**src/logic/hspp_pkg.sv**
```systemverilog
/*
  Shared constants and types of the host strobe port.
  Assumes nothing of its surroundings; used by the port module, the access model and the bench.
*/
package hspp_pkg;

  localparam int unsigned NARROW_DATA_W = 16;
  localparam int unsigned WIDE_DATA_W   = 32;
  localparam int unsigned ADDR_W        = 5;
  localparam int unsigned TCK_DIV_DEF   = 2;
  localparam int unsigned SYNC_STAGES   = 3;

  localparam logic [2:0] SYNC_IDLE_LVL  = 3'h7;

  typedef enum logic [1:0] {
    HSPP_IDLE,
    HSPP_RD_WAIT,
    HSPP_ACK
  } hspp_state_t;

endpackage : hspp_pkg

```
**src/logic/hspp_host_port.sv**
```systemverilog
/*
  Host strobe port of the scan test master together with the output
  enable handling of the scan-master chain pins and the test clock divider.
  Assumes an internal access client that answers a read request with data
  on acc_rdata_i in the same cycle as acc_rd_o, and a scan engine that drives
  the chain_* source levels. Three-state pins are split into value and
  active-low enable; the pad ring resolves the wire.
*/

// Functional notes
// - Acknowledge is driven low once the cycle's data is captured and released after the cycle.
// - With chip enable high the data bus and acknowledge float; with it low the port works.
// - Select high requests a read and low requests a write.
// - Each transfer is framed by the low strobe, with inputs held until it rises.
// - The data bus floats whenever the strobe is high, 16 or 32 bits wide.
// - Upper data bits and the second chain reset exist only in the wide build.
// - Reset low initialises all state without waiting for the clock.
// - The float flag is high exactly while chain data out floats.
// - The device test data output is driven only while output enable is low.
// - Output enable high floats every chain output.
// - The chain test clock is a gated division of the system clock.
module hspp_host_port #(
  parameter int unsigned DATA_W  = hspp_pkg::NARROW_DATA_W,
  parameter int unsigned TCK_DIV = hspp_pkg::TCK_DIV_DEF
) (
  input  wire logic                      core_clk_i,
  input  wire logic                      nrst_i,
  input  wire logic                      host_ce_n_i,
  input  wire logic                      host_strobe_n_i,
  input  wire logic                      host_rw_i,
  input  wire logic [hspp_pkg::ADDR_W-1:0] host_addr_i,
  input  wire logic [DATA_W-1:0]         host_data_i,
  output logic      [DATA_W-1:0]         host_data_o,
  output logic                           host_data_oe_n_o,
  output logic                           transfer_ack_n_o,
  output logic                           transfer_ack_oe_n_o,
  output logic                           acc_wr_o,
  output logic                           acc_rd_o,
  output logic      [hspp_pkg::ADDR_W-1:0] acc_addr_o,
  output logic      [DATA_W-1:0]         acc_wdata_o,
  input  wire logic [DATA_W-1:0]         acc_rdata_i,
  input  wire logic                      out_en_n_i,
  input  wire logic                      dev_tdo_i,
  output logic                           dev_tdo_o,
  output logic                           dev_tdo_oe_n_o,
  input  wire logic                      scan_tdo_i,
  input  wire logic                      scan_tdo_en_i,
  input  wire logic                      scan_tms_i,
  input  wire logic                      scan_trst_i,
  input  wire logic                      scan_tck_run_i,
  output logic                           scan_tck_rise_o,
  output logic                           scan_tdi_o,
  input  wire logic                      chain_data_in_i,
  output logic                           chain_data_out_o,
  output logic                           chain_data_out_oe_n_o,
  output logic                           chain_mode_select_o,
  output logic                           chain_mode_select_oe_n_o,
  output logic                           chain_test_clock_o,
  output logic                           chain_test_clock_oe_n_o,
  output logic                           chain_test_reset_a_o,
  output logic                           chain_test_reset_a_oe_n_o,
  output logic                           chain_test_reset_b_o,
  output logic                           chain_test_reset_b_oe_n_o,
  output logic                           chain_out_float_flag_o
);

  localparam int unsigned NSYNC = 5;
  localparam int unsigned CNT_W = (TCK_DIV > 1) ? $clog2(TCK_DIV) : 1;
  localparam logic [CNT_W-1:0] CNT_LAST = CNT_W'(TCK_DIV - 1);
  localparam bit WIDE = (DATA_W == hspp_pkg::WIDE_DATA_W);

  // Pin synchronisers: ce, strobe, rw, out_en, chain_data_in
  logic [NSYNC-1:0] pin_raw;
  logic [hspp_pkg::SYNC_STAGES-1:0] sync_q [NSYNC];
  logic [NSYNC-1:0] filt_q;
  logic [NSYNC-1:0] next_filt;
  logic [hspp_pkg::SYNC_STAGES-1:0] next_sync [NSYNC];

  assign pin_raw = {chain_data_in_i, out_en_n_i, host_rw_i, host_strobe_n_i, host_ce_n_i};

  for (genvar g = 0; g < NSYNC; g++) begin : g_sync
    always_comb begin
      next_sync[g] = {sync_q[g][hspp_pkg::SYNC_STAGES-2:0], pin_raw[g]};
      // A change counts only once the second and third stage agree
      next_filt[g] = (sync_q[g][1] == sync_q[g][2]) ? sync_q[g][2] : filt_q[g];
    end
    always_ff @(posedge core_clk_i or negedge nrst_i) begin
      if (!nrst_i) begin
        sync_q[g] <= hspp_pkg::SYNC_IDLE_LVL;
        filt_q[g] <= 1'b1;
      end else begin
        sync_q[g] <= next_sync[g];
        filt_q[g] <= next_filt[g];
      end
    end
  end

  logic ce_n_f;
  logic strobe_n_f;
  logic rw_f;
  logic oe_n_f;
  assign ce_n_f     = filt_q[0];
  assign strobe_n_f = filt_q[1];
  assign rw_f       = filt_q[2];
  assign oe_n_f     = filt_q[3];
  assign scan_tdi_o = filt_q[4];

  // Host cycle sequencer
  hspp_pkg::hspp_state_t state;
  hspp_pkg::hspp_state_t next_state;
  logic                        is_read;
  logic                        next_is_read;
  logic [DATA_W-1:0]           rdata;
  logic [DATA_W-1:0]           next_rdata;
  logic [hspp_pkg::ADDR_W-1:0] next_addr;
  logic [DATA_W-1:0]           next_wdata;
  logic                        next_wr;
  logic                        next_rd;

  always_comb begin
    next_state   = state;
    next_is_read = is_read;
    next_rdata   = rdata;
    next_addr    = acc_addr_o;
    next_wdata   = acc_wdata_o;
    next_wr      = 1'b0;
    next_rd      = 1'b0;
    case (state)
      hspp_pkg::HSPP_IDLE: begin
        // Ce may stay low between cycles; any low strobe with ce low starts one, fresh or held
        if (!ce_n_f && !strobe_n_f) begin
          next_addr    = host_addr_i;
          next_is_read = rw_f;
          if (rw_f) begin
            next_rd    = 1'b1;
            next_state = hspp_pkg::HSPP_RD_WAIT;
          end else begin
            next_wdata = host_data_i;
            next_wr    = 1'b1;
            next_state = hspp_pkg::HSPP_ACK;
          end
        end
      end
      hspp_pkg::HSPP_RD_WAIT: begin
        next_rdata = acc_rdata_i;
        next_state = hspp_pkg::HSPP_ACK;
      end
      hspp_pkg::HSPP_ACK: begin
        // Cycle ends on strobe rise or deselect; ack is then released
        if (strobe_n_f || ce_n_f) begin
          next_state = hspp_pkg::HSPP_IDLE;
        end
      end
      default: begin
        next_state = hspp_pkg::HSPP_IDLE;
      end
    endcase
  end

  always_ff @(posedge core_clk_i or negedge nrst_i) begin
    if (!nrst_i) begin
      state       <= hspp_pkg::HSPP_IDLE;
      is_read     <= 1'b0;
      rdata       <= '0;
      acc_addr_o  <= '0;
      acc_wdata_o <= '0;
      acc_wr_o    <= 1'b0;
      acc_rd_o    <= 1'b0;
    end else begin
      state       <= next_state;
      is_read     <= next_is_read;
      rdata       <= next_rdata;
      acc_addr_o  <= next_addr;
      acc_wdata_o <= next_wdata;
      acc_wr_o    <= next_wr;
      acc_rd_o    <= next_rd;
    end
  end

  logic in_ack;
  assign in_ack = (state == hspp_pkg::HSPP_ACK);

  // Raw pins gate the drivers so the bus floats at once, not four cycles late
  assign transfer_ack_n_o    = ~in_ack;
  assign transfer_ack_oe_n_o = host_ce_n_i | ~in_ack;
  assign host_data_o         = rdata;
  assign host_data_oe_n_o    = host_ce_n_i | host_strobe_n_i | ~(in_ack & is_read);

  // Test clock divider; clock parks low while the engine does not run it
  logic [CNT_W-1:0] div_cnt;
  logic [CNT_W-1:0] next_div_cnt;
  logic             tck;
  logic             next_tck;
  logic             tick;

  always_comb begin
    tick         = (div_cnt == CNT_LAST);
    next_div_cnt = tick ? '0 : div_cnt + CNT_W'(1);
    next_tck     = tck;
    if (tick) begin
      next_tck = scan_tck_run_i ? ~tck : 1'b0;
    end
  end

  always_ff @(posedge core_clk_i or negedge nrst_i) begin
    if (!nrst_i) begin
      div_cnt <= '0;
      tck     <= 1'b0;
    end else begin
      div_cnt <= next_div_cnt;
      tck     <= next_tck;
    end
  end

  assign scan_tck_rise_o = tick & scan_tck_run_i & ~tck;

  // Registered chain outputs
  logic tdo_q;
  logic tms_q;
  logic trst_q;
  logic tdo_en_q;
  logic dev_tdo_q;

  always_ff @(posedge core_clk_i or negedge nrst_i) begin
    if (!nrst_i) begin
      tdo_q     <= 1'b0;
      tms_q     <= 1'b1;
      trst_q    <= 1'b0;
      tdo_en_q  <= 1'b0;
      dev_tdo_q <= 1'b0;
    end else begin
      tdo_q     <= scan_tdo_i;
      tms_q     <= scan_tms_i;
      trst_q    <= scan_trst_i;
      tdo_en_q  <= scan_tdo_en_i;
      dev_tdo_q <= dev_tdo_i;
    end
  end

  assign chain_data_out_o         = tdo_q;
  assign chain_data_out_oe_n_o    = oe_n_f | ~tdo_en_q;
  assign chain_mode_select_o      = tms_q;
  assign chain_mode_select_oe_n_o = oe_n_f;
  assign chain_test_clock_o       = tck;
  assign chain_test_clock_oe_n_o  = oe_n_f;
  assign chain_test_reset_a_o     = trst_q;
  assign chain_test_reset_a_oe_n_o = oe_n_f;
  assign chain_out_float_flag_o   = chain_data_out_oe_n_o;
  assign dev_tdo_o                = dev_tdo_q;
  assign dev_tdo_oe_n_o           = oe_n_f;

  // Narrow build has no second reset pin: it is parked floating
  assign chain_test_reset_b_o      = WIDE ? trst_q : 1'b0;
  assign chain_test_reset_b_oe_n_o = WIDE ? oe_n_f : 1'b1;

endmodule : hspp_host_port

```
**config.mk**
```make
export PLATFORM = sky130hd
export DESIGN_NAME = hspp_host_port
export DESIGN_NICKNAME = d
export VERILOG_FILES = /design/src/logic/hspp_pkg.sv /design/src/logic/hspp_host_port.sv
export SDC_FILE = /design/constraint.sdc
export NUM_CORES = 1
export LEC_CHECK = 0
export BUFFER_PORTS_ARGS = -buffer_cell sky130_fd_sc_hd__buf_4
export CAP_MARGIN = 20
export CORE_UTILIZATION = 50
export DETAILED_ROUTE_END_ITERATION = 7
export PLACE_DENSITY = 0.88
export SYNTH_ARGS = -nofsm -noshare
export SYNTH_HDL_FRONTEND = slang
export SYNTH_SLANG_ARGS = --single-unit
```
**constraint.sdc**
```tcl
create_clock -name core_clk_i -period 5.36 [get_ports core_clk_i]
set_clock_uncertainty 0.15 [all_clocks]
set_input_delay 1.072 -clock core_clk_i [delete_from_list [all_inputs] [get_ports core_clk_i]]
set_output_delay 1.072 -clock core_clk_i [all_outputs]
set_load 0.005 [all_outputs]
```
Yosys cells after proc, flatten, opt, wreduce, memory -nomap -nowiden
Cells that the tools add are included.
{ "totals": {"reg_bits": 69, "inputBits": 50, "word_cells": 66} }
{ "op_classes": {"n_addsub": 1, "eq_ne": 9, "n_mux": 12, "bitwise_logic": 12, "reduce_logical": 8} }
{ "op_table": {"columns": ["cell", "count"], "rows": [
  ["1-bit two-way mux", 8],
  ["2-bit two-way mux", 3],
  ["2-bit one-hot mux with 3 select lines", 1],
  ["1-bit == test", 5],
  ["1-bit inverter", 5],
  ["1-bit bitwise OR", 4],
  ["2-bit AND reduction", 2],
  ["1-bit AND", 3],
  ["3-bit AND reduction", 1],
  ["2-bit by 1-bit == test with 1-bit output, second input constant", 1],
  ["2-bit == test, second input constant", 1],
  ["1-bit zero test", 2],
  ["2-bit zero test", 1],
  ["2-bit by 1-bit != test with 1-bit output, second input constant", 1],
  ["2-bit != test, second input constant", 1],
  ["1-bit adder, second input constant", 1],
  ["1-bit logical AND", 1],
  ["1-bit logical OR", 1]
]} }

Logic depth before layout (Yosys ltp)
Gate-level depths: netlist (run 1).
{ "depth": {"ltp_word": 4, "mapped_depth": 5, "mapped_depth_nobuf": 3} }

Least setup slack after synthesis (run 1)
No wires, ideal clock.
{ "synth_timing": {"path_kind": "input-to-output", "start": "input port host_ce_n_i", "end": "output port host_data_oe_n_o", "t_arrival_ns": 1.753, "required_time_ns": 4.138, "path_slack_ns": 2.385, "cell_stages": 2, "path_buffers": 0, "cell_sequence": "or2_2 -> or3b_1"} }
{ "synth_via": {"elab_chain_len": 2} }
{ "synth_rtl": {"columns": ["element", "line_no", "rtl"], "rows": [
  ["from (decl)", "hspp_host_port.sv:28", "input wire logic host_ce_n_i,"],
  ["1-bit bitwise OR (2 in a row)", "hspp_host_port.sv:187", "assign host_data_oe_n_o = host_ce_n_i | host_strobe_n_i | ~(in_ack & is_read);"],
  ["to (decl)", "hspp_host_port.sv:34", "output logic host_data_oe_n_o,"]
]} }
Every way passes these cells.

Final worst setup path (run 1)
Same ends and word-level chain as after synthesis.

==> results of run 1 <==
[worst min-delay path by stage]
stage | to | cells after the start
6_report | next_sync[14] | 0
5_1_grt | next_sync[11] | 0
4_1_cts | next_sync[11] | 0
3_5_place_dp | next_sync[11] | 0
3_3_place_gp | next_sync[2] | 0
2_1_floorplan | next_sync[11] | 0
[cell families (layout without fill, tap and decap cells)]
logic type	count (synthesis)	after routing	share of synthesized area, %
fa+ha+maj	5	5	2.03
buf+inv	11	121	3.66
simple gates	14	14	3.97
mux	37	37	18.1
other cells	2	2	0.305
flops	69	69	71.2
compound gates	2	2	0.661
[power by group]
part / internal [W] / total, W / switching [W]
Combinational: 0.000310 / 0.000445 / 0.000134
Sequential: 0.000677 / 0.000755 / 0.0000785
Clock: 0.000164 / 0.000350 / 0.000186
Total: 0.00115 / 0.00155 / 0.000399
[through the flow]
step                      power [W]  instance area, sq um  instances
after floorplan            0.000936                  2460        140
after global placement      0.00120                  3240        301
after detailed placement    0.00122                  3240        301
after CTS                   0.00158                  3410        317
after global routing        0.00164                  3410        317
final                       0.00155                  3410        317
[registers in the layout, indices dropped and copies added (netlist names), 2 cells and up]
signal / flops
next_sync: 10
acc_wdata_o: 16
host_data_o: 16
acc_addr_o: 5
sync_q: 5
state: 2
[layer usage]
metal	wire length [microns]	part of all wire, %	vias to the layer above
li1	-	-	674
met1	1680	39	705
met2	2200	50	73
met3	358	8.2	9
met4	117	2.7	0
met5	0	0	-
[critical path, cell delays in order]
cell and delay [ns]:
buf_4 0.11, or2_2 0.30, or3b_1 0.37, buf_4 0.14
[layout make-up]
type                            count  area (sq um)
Tap cell                           67          83.8
Sequential cell                    69          1750
Fill cell                         351          1320
Multi-Input combinational cell     60           618
Timing Repair Buffer              104           781
Clock buffer                        9           124
Inverter                            1          3.75
Clock inverter                      7          42.5
[synthesized netlist by cell type, drive strengths merged]
| library cell | count | area (sq um) |
|---|---|---|
| a21o | 1 | 7.51 |
| and2 | 2 | 12.5 |
| and2b | 1 | 7.51 |
| buf | 10 | 86.3 |
| conb | 2 | 7.51 |
| dfrtp | 48 | 1200 |
| dfstp | 21 | 552 |
| inv | 1 | 3.75 |
| maj3 | 5 | 50.1 |
| mux2 | 37 | 447 |
| nand2 | 1 | 3.75 |
| nand2b | 2 | 12.5 |
| nor2 | 3 | 11.3 |
| nor2b | 1 | 6.26 |
| nor4 | 1 | 21.3 |
| o41ai | 1 | 8.76 |
| or2 | 1 | 6.26 |
| or2b | 1 | 7.51 |
| or3b | 1 | 8.76 |
==> results by group, run 1 <==
Drt
  – DR vias: between 1k and 1.5k
  – WL per Instance: 13.7 microns
  – Vias/cell: 4.61
  – Residual DRC: 0
  – Drt total wl: around 4300 microns
  – Final ANT Viol Nets: 0
  – First-iteration detailed-routing DRC count: 100
  – 1st-pass router iterations: 6

Synthesis
  – Post-synthesis sequential element count: 69
  – Synth warnings: 0
  – Syn Nets: 190
  – Post-synthesis area per instance: ~18 sq um
  – Count of different cell masters after synthesis: 23
  – Post-synthesis sequential area ratio: 71.2%
  – Area of the mapped netlist: 0.00246 sq mm
  – Mapped Cells: 140

Power and ir drop
  – Pwr Density: 455 mW/mm^2
  – Pleak: 1.61 nW
  – Peak supply drop: 0.252 mV

Finish
  – Ant diodes: 0
  – Share of cells above drive strength 1: 72.0%
  – Post-layout util: 72.1%
  – Layout Nets: 295
  – Commonest non-fill, non-tap cells in the layout: buf_4 (104), dfrtp_1 (48), mux2_2 (29)
  – Most common cell after layout, fill and taps aside: buf_4
  – Area growth, synth to finish: 38.4%

Timing
  – Slew HR: 43.2%
  – Worst Hold Slack: 0.208 ns
  – RSZ-0062 raised after global routing: no
  – Worst slew pin tran: roughly 0.85 ns
  – Final TNS setup: 0 ns
  – Setup-failing EPs final: 0
  – Final min period: 3.22 ns
  – Final hold violation count: 0
  – Final worst-path cycle share: 60.0%
  – Maximum clock rate: 311 MHz
  – Setup ws final: 2.14 ns
  – Slew Limit Fails: 0

Setup path
  – Reg2reg path depth: 3
  – Crit path capture type: primary output
  – Startpoint Class: input port
  – Critical Path Fanout Max: 2
  – Critical path type: input port to primary output
  – Critical Path RT: 4.14 ns
  – Worst Setup EP: host_data_oe_n_o
  – Reg2reg start: state[0]
  – Critical path origin: host_ce_n_i
  – End of the worst register-to-register path: acc_wdata_o[4]
  – R2R Setup Slk: ~2.9 ns
  – Data arrival time of the critical path: 2.00 ns

Global routing
  – First-pass GRT wire length: approximately 7000 microns
  – GR Util met3: 6.25%
  – Largest net degree at the start of global routing: 70
  – Met1 Use GR: about a fifth
  – Grt peak-use layer: met2
  – Initial antenna violation count: 0
  – Grt total ovfl: 0
  – Vias in the first global route: 1520
  – Met2 Use GR: 29.9%
  – Gr usage total: 18.3%

Placed design
  – Routability Congestion: 0.665
  – Dpl hpwl: 3160 microns
  – Dpl ws: 2.14 ns
  – # port buffers: about 100

Hold path
  – Worst Hold Class: register to register
  – Hold path start: next_sync[13]

Clock tree
  – CTS tree: built
  – Root buf cell: clkbuf_8
  – CTS Buffer Depth: 2
  – Hold Buf Count CTS: 0
  – TritonCTS buffer count: 9
  – Clk sinks: slightly below 70
  – Worst skew pair latency: 0.33 ns
  – Setup bufs post-CTS: 0
  – # resized after CTS: 0
  – # H-tree levels: 3
  – Clock slew at reported path FFs: 0.07 ns

Floorplan
  – I/O pin cnt: ~110
  – Die area: 0.00521 sq mm
  – FP Rows: 25
  – Die width: about 72 microns
  – Core area: 0.00472 sq mm
  – Die height: 72.2 microns
  – Effective utilization at floorplan: between 50% and 60%

Flow run
  – Max-cap violations: 0

Outcome
  – Status: finished, final reports clean
Note: power is estimated with default switching activity, not from simulation.
==> run 2: changes to the inputs <==
--- a/config.mk
+++ b/config.mk
@@ -7,9 +7,9 @@
 export LEC_CHECK = 0
 export BUFFER_PORTS_ARGS = -buffer_cell sky130_fd_sc_hd__buf_4
 export CAP_MARGIN = 20
-export CORE_UTILIZATION = 50
+export CORE_UTILIZATION = 46
 export DETAILED_ROUTE_END_ITERATION = 7
-export PLACE_DENSITY = 0.88
+export PLACE_DENSITY = 0.82
 export SYNTH_ARGS = -nofsm -noshare
 export SYNTH_HDL_FRONTEND = slang
 export SYNTH_SLANG_ARGS = --single-unit
==> constraint.sdc (replaced) <==
create_clock -name core_clk_i -period 3.1 [get_ports core_clk_i]
set_clock_uncertainty 0.15 [all_clocks]
set_input_delay 0.62 -clock core_clk_i [delete_from_list [all_inputs] [get_ports core_clk_i]]
set_output_delay 0.62 -clock core_clk_i [all_outputs]
set_load 0.005 [all_outputs]
==> run 2 against run 1 <==
Combinational power increased by 73%. First-iteration DRC count fell by 50%. Total power increased by 90%. Global-route usage shrank 1.8 points. Worst setup slack got worse by 1.6 ns. Cell count rose by 1.6%. Register-to-register slack worse by 1.7 ns. Die area grew 8.4%. Clock power is 150% higher. Via count is 1.4% higher. Sequential power grew 74%.
==> results by group, run 2 (synthesized netlist as in run 1, its figures left out) <==
Timing
  – Slew HR: 46.2% (+2.9 points)
  – Final worst-path cycle share: 81.1%
  – Setup-failing EPs final: 0 (unchanged)
  – Worst slew pin tran: 0.808 ns (-0.0439 ns)
  – RSZ-0062 raised after global routing: no
  – Final hold violation count: 0 (unchanged)
  – Final TNS setup: 0 ns (unchanged)
  – Maximum clock rate: 398 MHz
  – Slew Limit Fails: 0 (unchanged)
  – Final min period: around 2.5 ns

Flow run
  – Max-cap violations: 0 (unchanged)

Power and ir drop
  – Pwr Density: 843 mW/mm^2 (+85%)
  – Clock power frac: 29.6% (+7.0 points)
  – Pleak: 1.66 nW (+3.1%)
  – Peak supply drop: 0.522 mV (+110%)
  – Sequential share of power: 44.3% (-4.5 points)
  – Combinational Power Share: 26.1% (-2.6 points)
  – Sw Pwr: 0.000683 W (+71%)
  – Power Internal: 0.00227 W (+97%)
  – Total Power: 0.00295 W (+90%)
  – Sw Share: 23.2% (-2.6 points)

Setup path
  – Worst-path cell chain: nand2b_1 > or2_2 > or3b_1 > buf_4
  – Critical path type: register to primary output
  – CP top delay family: simple AND/OR/NAND/NOR gates
  – Data arrival time of the critical path: 1.75 ns (-0.25 ns)
  – Crit path capture type: primary output
  – Worst path max stage delay: 0.42 ns (+0.05 ns)
  – Critical Path RT: 2.33 ns (-1.81 ns)
  – Buf/Inv on CP: 1 (-1)
  – Startpoint Class: register
  – Slowest stage cell, crit path: dfrtp_1
  – Critical Path Fanout Max: 4 (+2)

Hold path
  – Worst Hold Class: register to register

Drt
  – DR vias: 1482 (+1.4%)
  – Residual DRC: 0 (unchanged)
  – First-iteration detailed-routing DRC count: 50 (-50%)
  – 1st-pass router iterations: 5 (-1)
  – Drt total wl: 4290 microns (-1.3%)
  – Final ANT Viol Nets: 0 (unchanged)
  – WL per Instance: 13.3 microns (-2.8%)
  – Vias/cell: 4.60 (-0.14%)

Finish
  – Share of cells above drive strength 1: 71.4% (-0.57 points)
  – Area growth, synth to finish: 42.1%
  – Post-layout util: 68.1% (-4.0 points)
  – Ant diodes: 0 (unchanged)
  – Layout Nets: 297 (+0.68%)
  – Most common cell after layout, fill and taps aside: buf_4
  – Commonest non-fill, non-tap cells in the layout: buf_4 (106), dfrtp_1 (48), mux2_2 (29)

Global routing
  – Vias in the first global route: 1495 (-1.6%)
  – Initial antenna violation count: 0 (unchanged)
  – Largest net degree at the start of global routing: 70 (unchanged)
  – First-pass GRT wire length: 6590 microns (-3.9%)
  – Gr usage total: 16.5% (-1.8 points)
  – Grt total ovfl: 0 (unchanged)

Floorplan
  – Die area: 0.00565 sq mm (+8.4%)
  – Die height: 75.1 microns (+4.1%)
  – Die width: 75.1 microns (+4.1%)
  – FP Rows: 26 (+4.0%)
  – Effective utilization at floorplan: 47.9% (-4.2 points)
  – I/O pin cnt: 107 (unchanged)
  – Core area: 0.00514 sq mm (+8.8%)

Clock tree
  – Hold Buf Count CTS: 0 (unchanged)
  – # H-tree levels: 3 (unchanged)
  – Worst skew pair latency: 0.34 ns (about the same)
  – Clock slew at reported path FFs: 0.07 ns (about the same)
  – Clk sinks: 69 (unchanged)
  – TritonCTS buffer count: 9 (unchanged)
  – # resized after CTS: 0 (unchanged)
  – Setup bufs post-CTS: 0 (unchanged)
  – Root buf cell: clkbuf_8
  – CTS tree: built
  – CTS Buffer Depth: 2 (unchanged)

Outcome
  – Status: finished, final reports clean

Placed design
  – Dpl hpwl: 2980 microns (-5.6%)
  – Routability Congestion: 0.697 (+4.8%)
  – # port buffers: 104 (unchanged)
-- run 2: cell count changes in the layout (fill, tap and decap cells not counted) --
cell and change:
clkbuf_8 +1, clkbuf_1 +2, buf_4 +2, clkinvlp_4 -3
clkinv_2 -3, bufinv_16 +3
-- run 2: worst paths after layout --
check                             start              endpoint  slack (ns)  cells past startpoint
min reg2reg                next_sync[7]          next_sync[8]        0.21                      0
min                        next_sync[7]          next_sync[8]        0.21                      0
min in group asynchronous        nrst_i  chain_test_reset_a_o        0.24                      1
max reg2reg                    state[0]        acc_wdata_o[3]        1.18                      5
max                            state[0]      host_data_oe_n_o        0.58                      4
max in group asynchronous        nrst_i        host_data_o[9]        2.04                      1
-- run 2: power groups by stage --
stage	logic, W	clock network (W)	registers, W
after global routing	0.000845	0.000920	0.00134
after detailed placement	0.000786	0	0.00132
after CTS	0.000787	0.000888	0.00131
after floorplan	0.000290	0	0.00133
after global placement	0.000767	0	0.00131
final	0.000770	0.000873	0.00131
-- run 2: cell type report --
class / instances / area (sq um)
clock inverters: 4 / 95.1
repair buffers: 106 / 796
fillers: 393 / 1640
well taps: 70 / 87.6
flip-flops and latches: 69 / 1750
clock buffers: 12 / 145
inverters: 1 / 3.75
multi-input cells: 60 / 618
-- run 2: stage by stage --
stage               cell area, sq um  hold slack [ns]  std cells  worst slack (ns)
floorplan                       2460            0.174        140              1.03
global placement                3260            0.195        306             0.804
detailed placement              3260            0.197        306             0.786
CTS                             3500            0.207        322             0.553
global route                    3500            0.210        322             0.491
finish                          3500            0.207        322             0.585
-- run 2: layer usage --
| layer | part of all wire (%) | vias up | GRT usage [%] |
|---|---|---|---|
| met1 | 39 | 720 | 17.5 |
| met3 | 9.3 | 8 | 6.69 |
| met4 | 2.1 | 0 | 10.5 |
| met2 | 49 | 75 | 27.5 |
| li1 | - | 679 | - |
| met5 | 0 | - | 0 |
